===== src/design/pic_pkg.sv =====
// constants shared by the peripheral interrupt vectoring block
// assumes a 16-bit data memory port on the core side
package pic_pkg;
	localparam int          NUM_SRC       = 11;
	localparam int          IDX_W         = 4;
	localparam logic [15:0] ADDR_VECTOR   = 16'h201C;
	localparam logic [15:0] ADDR_MASK     = 16'h201D;
	localparam logic [10:0] MASK_RESET    = 11'h000;
	localparam logic [15:0] VEC_BASE      = 16'h0030;
	localparam logic [15:0] VEC_LAST      = 16'h0058;
	localparam logic [15:0] VEC_STEP      = 16'h0004;
	localparam logic [15:0] VEC_RESET     = 16'h0000;
	// source bit positions, ascending vector and falling priority
	localparam int          SRC_ADC_EOC   = 0;
	localparam int          SRC_PWM_SYNC  = 1;
	localparam int          SRC_LOOP_TMO  = 2;
	localparam int          SRC_PIO_HIGH  = 3;
	localparam int          SRC_CNT_ERR   = 4;
	localparam int          SRC_EVT_TIMER = 5;
	localparam int          SRC_PIO0      = 6;
	localparam int          SRC_PWM_TRIP  = 10;
	localparam int          PIO_LINES     = 12;
	localparam int          PIO_OWN       = 4;

	function automatic logic [15:0] vec_of(input logic [IDX_W-1:0] idx);
		return VEC_BASE + VEC_STEP * {12'h000, idx};
	endfunction

	function automatic logic [NUM_SRC-1:0] onehot(input logic [IDX_W-1:0] idx);
		return NUM_SRC'(1) << idx;
	endfunction
endpackage


===== src/design/pick_if.sv =====
// carrier between the controller and its priority picker
// assumes both ends share one clock domain
`timescale 1ns/1ps
interface pick_if #(parameter int N = 11, parameter int W = 4);
	logic [N-1:0] cand;
	logic         valid;
	logic [W-1:0] index;
	modport ctrl (output cand, input valid, input index);
	modport picker (input cand, output valid, output index);
endinterface


===== src/design/priority_pick.sv =====
// fixed priority picker: lowest set bit wins
// assumes a purely combinational use inside one clock domain
`timescale 1ns/1ps
module priority_pick #(
	parameter int N = 11,
	parameter int W = 4
) (
	pick_if.picker p
);
	if (N > (1 << W)) begin : g_chk
		$error("priority_pick: index too narrow for N");
	end

	always_comb begin
		p.valid = 1'b0;
		p.index = '0;
		// scanning downward lets the lowest index overwrite last
		for (int i = N - 1; i >= 0; i--) begin
			if (p.cand[i]) begin
				p.valid = 1'b1;
				p.index = W'(i);
			end
		end
	end
endmodule // priority_pick


===== src/design/peripheral_irq_ctrl.sv =====
// peripheral interrupt vectoring controller in front of the core
// assumes event inputs are one-cycle pulses from logic on sys_clk
// Function
// - enabled source pulls request line low
// - vectors 0x30 to 0x58, four apart
// - fixed vector per source as listed
// - lower vector means higher priority
// - pointer loads highest pending enabled source
// - sources raised meanwhile tracked for next service
// - presented vector held until read
// - new request only after pointer read
// - more pending at read keeps line low
// - pio 0-3 own vectors, 4-11 shared
// - eleven-bit mask enables each source
// - mask resets to zero
`timescale 1ns/1ps
module peripheral_irq_ctrl
(
	// clock and reset
	input  wire logic                          sys_clk,
	input  wire logic                          reset,
	// core data memory access
	input  wire logic [15:0]                   reg_addr,
	input  wire logic                          reg_rd,
	input  wire logic                          reg_wr,
	input  wire logic [15:0]                   reg_wdata,
	output logic      [15:0]                   reg_rdata,
	// peripheral event pulses
	input  wire logic                          adc_eoc,
	input  wire logic                          pwm_sync_event,
	input  wire logic                          loop_timeout,
	input  wire logic                          count_error,
	input  wire logic                          event_timer,
	input  wire logic                          pwm_trip,
	input  wire logic [pic_pkg::PIO_LINES-1:0] pio_line_irq,
	// request to the core, active low
	output logic                               peripheral_request_n
);
	import pic_pkg::*;

	logic [NUM_SRC-1:0] source_enable_mask;
	logic [NUM_SRC-1:0] pending;
	logic [15:0]        vector_pointer;
	logic [IDX_W-1:0]   cur_idx;
	logic [NUM_SRC-1:0] events;
	logic [NUM_SRC-1:0] next_pending;
	logic               rd_vec;
	logic               wr_mask;
	logic               served;

	pick_if #(.N(NUM_SRC), .W(IDX_W)) pk ();

	priority_pick #(.N(NUM_SRC), .W(IDX_W)) u_pick (
		.p (pk.picker)
	);

	assign rd_vec  = reg_rd && reg_addr == ADDR_VECTOR;
	assign wr_mask = reg_wr && reg_addr == ADDR_MASK;
	// a read only retires a source while one is actually presented
	assign served  = rd_vec && !peripheral_request_n;

	always_comb begin
		events                = '0;
		events[SRC_ADC_EOC]   = adc_eoc;
		events[SRC_PWM_SYNC]  = pwm_sync_event;
		events[SRC_LOOP_TMO]  = loop_timeout;
		events[SRC_PIO_HIGH]  = |pio_line_irq[PIO_LINES-1:PIO_OWN];
		events[SRC_CNT_ERR]   = count_error;
		events[SRC_EVT_TIMER] = event_timer;
		events[SRC_PIO0 +: PIO_OWN] = pio_line_irq[PIO_OWN-1:0];
		events[SRC_PWM_TRIP]  = pwm_trip;
	end

	// new events win over the clear caused by the pointer read
	assign next_pending = (pending & ~(served ? onehot(cur_idx) : '0)) | events;
	assign pk.cand      = next_pending & source_enable_mask;

	always_ff @(posedge sys_clk) begin
		if (reset) begin
			source_enable_mask <= MASK_RESET;
		end else if (wr_mask) begin
			source_enable_mask <= reg_wdata[NUM_SRC-1:0];
		end
	end

	always_ff @(posedge sys_clk) begin
		if (reset) begin
			pending <= '0;
		end else begin
			pending <= next_pending;
		end
	end

	// the request only re-evaluates when idle or on the serving read
	always_ff @(posedge sys_clk) begin
		if (reset) begin
			peripheral_request_n <= 1'b1;
		end else if (peripheral_request_n || rd_vec) begin
			peripheral_request_n <= !pk.valid;
		end
	end

	always_ff @(posedge sys_clk) begin
		if (reset) begin
			vector_pointer <= VEC_RESET;
			cur_idx        <= '0;
		end else if ((peripheral_request_n || rd_vec) && pk.valid) begin
			vector_pointer <= vec_of(pk.index);
			cur_idx        <= pk.index;
		end
	end

	// one cycle read latency; unmapped addresses read zero
	always_ff @(posedge sys_clk) begin
		if (reset) begin
			reg_rdata <= 16'h0000;
		end else if (rd_vec) begin
			reg_rdata <= vector_pointer;
		end else if (reg_rd && reg_addr == ADDR_MASK) begin
			reg_rdata <= {5'h00, source_enable_mask};
		end else begin
			reg_rdata <= 16'h0000;
		end
	end

	AST_REQ_ON_PENDING:
	assert property (@(posedge sys_clk) disable iff (reset)
		(peripheral_request_n && pk.valid) |=> !peripheral_request_n)
		else $error("enabled pending source did not raise the request");

	AST_VEC_RANGE:
	assert property (@(posedge sys_clk) disable iff (reset)
		!peripheral_request_n |-> (vector_pointer >= VEC_BASE
			&& vector_pointer <= VEC_LAST && vector_pointer[1:0] == 2'b00))
		else $error("presented vector outside the peripheral slots");

	AST_VEC_ENCODE:
	assert property (@(posedge sys_clk) disable iff (reset)
		$fell(peripheral_request_n) && $past(events[SRC_ADC_EOC] && source_enable_mask[0])
		|-> vector_pointer == VEC_BASE)
		else $error("converter source not presented at the top vector");

	AST_PRIORITY:
	assert property (@(posedge sys_clk) disable iff (reset)
		$fell(peripheral_request_n) |->
		($past(pk.cand) & (onehot(cur_idx) - NUM_SRC'(1))) == '0)
		else $error("a higher priority source was passed over");

	AST_LOAD_WINNER:
	assert property (@(posedge sys_clk) disable iff (reset)
		(rd_vec && !peripheral_request_n && pk.valid) |=>
		(!peripheral_request_n && vector_pointer == vec_of($past(pk.index))))
		else $error("pointer not loaded with the next winner after read");

	AST_TRACK_NEW:
	assert property (@(posedge sys_clk) disable iff (reset)
		(!peripheral_request_n && !rd_vec && |(events & source_enable_mask))
		|=> pending != '0)
		else $error("event raised during service was lost");

	AST_VEC_STABLE:
	assert property (@(posedge sys_clk) disable iff (reset)
		(!peripheral_request_n && !rd_vec) |=> $stable(vector_pointer))
		else $error("presented vector changed before the read");

	AST_NO_NEW_WITHOUT_READ:
	assert property (@(posedge sys_clk) disable iff (reset)
		(!peripheral_request_n && !rd_vec) |=> !peripheral_request_n)
		else $error("request dropped without a pointer read");

	AST_RISE_ON_READ:
	assert property (@(posedge sys_clk) disable iff (reset)
		$rose(peripheral_request_n) |-> $past(rd_vec))
		else $error("request released without a pointer read");

	AST_HOLD_LOW:
	assert property (@(posedge sys_clk) disable iff (reset)
		(served && |(pending & source_enable_mask & ~onehot(cur_idx)))
		|=> !peripheral_request_n)
		else $error("request line bounced with work still pending");

	AST_PIO_SHARED:
	assert property (@(posedge sys_clk) disable iff (reset)
		|pio_line_irq[PIO_LINES-1:PIO_OWN] |=> pending[SRC_PIO_HIGH])
		else $error("upper pio line did not raise the shared source");

	AST_MASK_WRITE:
	assert property (@(posedge sys_clk) disable iff (reset)
		wr_mask |=> source_enable_mask == $past(reg_wdata[NUM_SRC-1:0]))
		else $error("mask write not taken");

	AST_MASK_RESET:
	assert property (@(posedge sys_clk)
		$past(reset) |-> source_enable_mask == '0)
		else $error("mask not cleared by reset");

	AST_MASKED_SILENT:
	assert property (@(posedge sys_clk) disable iff (reset)
		(peripheral_request_n && ((pending | events) & source_enable_mask) == '0)
		|=> peripheral_request_n)
		else $error("masked source raised the request");

	AST_RELEASE:
	assert property (@(posedge sys_clk) disable iff (reset)
		(served && !pk.valid) |=> peripheral_request_n)
		else $error("request not released after last read");
endmodule // peripheral_irq_ctrl


===== config.mk =====
export PLATFORM = sky130hd
export DESIGN_NAME = peripheral_irq_ctrl
export DESIGN_NICKNAME = d
export VERILOG_FILES = /design/src/design/pic_pkg.sv /design/src/design/pick_if.sv /design/src/design/priority_pick.sv /design/src/design/peripheral_irq_ctrl.sv
export SDC_FILE = /design/constraint.sdc
export NUM_CORES = 1
export LEC_CHECK = 0
export BUFFER_PORTS_ARGS = -buffer_cell sky130_fd_sc_hd__buf_2
export CORE_UTILIZATION = 40
export CTS_BUF_LIST = sky130_fd_sc_hd__clkbuf_8
export DETAILED_ROUTE_END_ITERATION = 12
export PLACE_DENSITY = 0.72
export SLEW_MARGIN = 10
export SYNTH_ARGS = -nofsm -noshare
export SYNTH_HDL_FRONTEND = slang
export SYNTH_SLANG_ARGS = --single-unit

===== constraint.sdc =====
create_clock -name sys_clk -period 2.7 [get_ports sys_clk]
set_input_delay 0.27 -clock sys_clk [delete_from_list [all_inputs] [get_ports sys_clk]]
set_output_delay 0.27 -clock sys_clk [all_outputs]
set_load 0.01 [all_outputs]

==> results by stage <==
Outcome:
- The run finished with clean final reports.

Global route:
- The initial antenna violation count is 0.
- The first global-routing pass estimated 8625 um of wire.
- The overall track demand over capacity in global routing is 20.64%.
- The via count of the first global-routing pass is 1,890.
- The total global routing overflow is 0.
- Entering global routing, the biggest net connects 27 pins.

STA:
- Based on the critical path, the design can be clocked at up to 388.4 MHz.
- The number of max-slew violations in the final report came to 0.
- The time the final worst path needs with I/O delays and setup is 2.575 ns.
- Setup repair after global routing left no endpoint under its margin.
- Of the available clock period, the critical path in the final layout requires 95.36%.
- The count of final hold-check violations is 0.
- Setup violations remaining at the end of the flow were counted as 0.
- The worst path meets setup with 0.1252 ns of slack.
- Clock skew on the completed layout was measured at 0.004541 ns.

Place:
- Routability-driven placement finished with a final weighted congestion of 0.9012.
- The post-detailed-placement half-perimeter wirelength is 4230 um.
- During placement, the flow inserted port buffers numbering 60.
- The cell area reported after detailed placement is 0.002691 mm2.
- The worst setup slack before clock tree synthesis is -0.2013 ns.

Critical path:
- The start-to-end type of the worst setup path is in2reg.
- The startpoint of the most critical register-to-register path is peripheral_request_n.
- The internal reg-to-reg setup slack is 0.21 ns.
- For this design, the slowest cell found on the critical path is or4b_4.
- The launching element type of the critical path is an input pin.
- The critical path goes through buf_2 -> or4b_4 -> or4_4 -> o311ai_4 -> nand3_2 -> or3_4 -> ha_1 -> a211oi_1.
- The worst reg-to-reg path cell count is 8.
- The worst stage delay on the critical path is 0.56 ns.
- The reg-to-reg critical path endpoint is vector_pointer[5].
- For the worst setup path, the data arrival time is 2.78 ns.
- The highest net fanout along the worst path is 4.
- STA classifies the critical path endpoint as a register.
- The data required time of the critical path is 2.90 ns.

Clock network:
- The clock tree synthesis step divided the H-tree into 2 levels.
- Post-CTS repair changed the size of 0 cells.
- CTS saw 41 sinks.
- The clock-pin slew of the registers on the worst-case setup and hold paths is 0.07 ns.
- The count of buffers added by post-CTS timing repair for setup is 0.
- For the worst-skew pair, the clock arrives at the later sink with an insertion delay of 0.29 ns.
- For this design, the CTS-stage hold fixing added 0 buffers.
- The maximum buffer depth of the clock tree is 2.
- The cell sitting at the root of the clock tree is a clkbuf_8.
- Counting the buffers created by CTS gives 5.
- TritonCTS built the clock tree.

Final layout:
- The fraction of final layout cells with drive strength greater than 1 is 35.71%.
- The finished cells cover 0.002778 mm2.
- Leaving out fill and tap cells, the most frequent cell in the layout is buf_2.
- The net count of the finished layout is 377.
- The area growth from synthesis to layout is 29.14%.
- The multi-input combinational cells in the finished layout cover a total of 0.001261 mm2.
- The antenna diode instance count is 0.
- The filler cell count is 514.
- In the layout the commonest cells are buf_2, dfxtp_1, nor2_1.
- The sequential cells in the finished layout cover a total of 820.8 um2.

Power:
- The part of the total power dissipated in the clock network is 35.9%.
- The internal power of the cells totals 858.1 uW.
- The switching power is 245.4 uW.
- The peak ir drop on the vdd network is 195.1 uV.
- The reported leakage power is 0.001286 uW.
- The total power density per cell area is 397.3 mW/mm2.
- The combinational fraction of design power is 7.7%.
- The switching portion of total power is 22.24%.
- The sequential cell fraction of total power is 56.3%.

Floorplan:
- In this run the standard cell core region covers 0.005140 mm2.
- The floorplan has 26 rows.
- Once the floorplan was initialized, standard cells occupied 41.85% of the core.
- For this design the top-level I/O count stands at 71.
- The vertical extent of the die is 75.33 um.
- The die covers 0.005675 mm2.
- The floorplan step set the die width to 75.33 um.

Min path:
- The critical hold path startpoint is reg_wdata[10].
- The path class of the lowest-slack min-delay path is in2reg.
- The capture endpoint of the worst hold path is source_enable_mask[10].
- Along the worst hold path, the cell count comes to 3.

Synth:
- Synthesis produced a netlist whose cell count is 237.
- The post-synthesis average cell area is 9.075 um2.
- During synthesis, Yosys emitted a total of 0 warnings.
- Of all flip-flops after synthesis, the portion carrying an async set or reset was 0%.
- By area the synthesized netlist is led by dfxtp_1, mux2i_1, nor2_1.
- The flip-flop and latch count after synthesis is 41.
- The area of the mapped netlist is 0.002151 mm2.
- The netlist uses 61 different library cells.
- The library cell with the largest summed area after synthesis is dfxtp_1.
- The synthesized design contains 0 enable-type register cells.
- Summing the sequential cell areas from Yosys gives 38.16% of the chip area.
- Among all flip-flop cells after synthesis, the most frequent one is dfxtp_1.
- In this run the biggest area consumer among cell types represents 38.16% of the synthesized area.

Detailed routing:
- The remaining number of nets flagged by the antenna check after routing is 0.
- The first detailed-routing pass ran for 6 iterations.
- The routed layout has 2,035 vias.
- The wire length per cell is 13.65 um.
- The detailed router finished its first iteration with 118 violations.
- The count of unresolved DRC violations after routing is 0.
- In the routed layout, each cell is associated on average with a via count of 5.191.
- The total routed wirelength is 5349 um.

Job:
- The number of maximum-capacitance violations is 0.
## routing by layer
layer / global-route usage (%) / wire length (um) / vias to the layer above
met5: 0 / 0 / -
met4: 9.465 / 96 / 0
met3: 4.497 / 285 / 7
met2: 34.62 / 2479 / 66
met1: 25.37 / 2487 / 922
li1: - / - / 1040
## synthesized netlist by cell type, drive strengths merged, types with 2 or more instances
library cell   n
clkbuf         6
o21a           5
inv            3
nor4           5
dfxtp         41
mux2i         16
or4b           4
nor3           2
nand2b         3
o31ai          2
nand2          9
or3            2
o311ai         2
a31oi          2
or4            3
a31o           2
nor3b          3
and2           3
a21oi         17
o211ai         3
nor2          33
o21ai         11
a41oi          2
a211oi         3
nand3b         4
nor2b          4
and3           8
buf            8
nand3         14
## metrics by stage
stage,setup TNS (ns),utilization [%],instances,hold slack (ns),total power [uW]
after floorplan,0,-,241,0.3874,674.5
after global placement,-0.2066,52.36,385,0.4587,719.1
after detailed placement,-0.3806,52.36,385,0.4685,721.0
after CTS,0,54.04,392,0.2044,1114
after global routing,0,54.04,392,0.2139,1144
final,0,54.04,392,0.2063,1104
## registers in the layout, indices dropped and copies added, names as in the netlist
signal and flops:
vector_pointer 3, peripheral_request_n 1, cur_idx 4, pending 11
source_enable_mask 11, reg_rdata 11
## layout make-up
class                   instances  area share (%)
clock inverters                 1          0.1351
clock buffers                   6           2.973
flip-flops and latches         41           29.55
multi-input cells             183           45.41
well taps                      70           3.153
repair buffers                 88           18.38
inverters                       3          0.4054
## worst max-delay path by stage
stage	startpoint	end	slack (ns)	cells after the start
floorplan	reg_addr[15]	vector_pointer[5]	0.02	7
global placement	reg_addr[15]	vector_pointer[5]	-0.15	8
detailed placement	reg_addr[15]	vector_pointer[5]	-0.20	8
CTS	reg_addr[15]	vector_pointer[5]	0.1	8
global route	reg_addr[15]	vector_pointer[5]	0.02	8
finish	reg_addr[15]	vector_pointer[5]	0.13	8
## critical path: cells and delay by family
family	cells	cell delay (ns)
AO/OA/AOI/OAI	2	0.51
AND/OR/NAND/NOR	4	1.60
buffers and inverters	1	0.10
adder cells (fa/ha/maj)	1	0.30
## power groups by stage
stage	combinational [uW]	clock (uW)	sequential [uW]
2_1_floorplan	40.5	0	634
3_3_place_gp	84.2	0	635
3_5_place_dp	85.9	0	635
4_1_cts	86.0	407	621
5_1_grt	95.6	426	623
6_report	85.3	397	622
## cells by family after synthesis
| logic type | after synthesis | synth area share [%] |
|---|---|---|
| AOI/OAI and AO/OA | 60 | 21.99 |
| adders and majority gates | 1 | 0.5816 |
| buffers and inverters | 17 | 3.898 |
| DFF | 41 | 38.16 |
| muxes | 16 | 7.446 |
| other | 1 | 0.1744 |
| and+or+nand+nor | 101 | 27.75 |
Power figures use the tool's default switching activity.
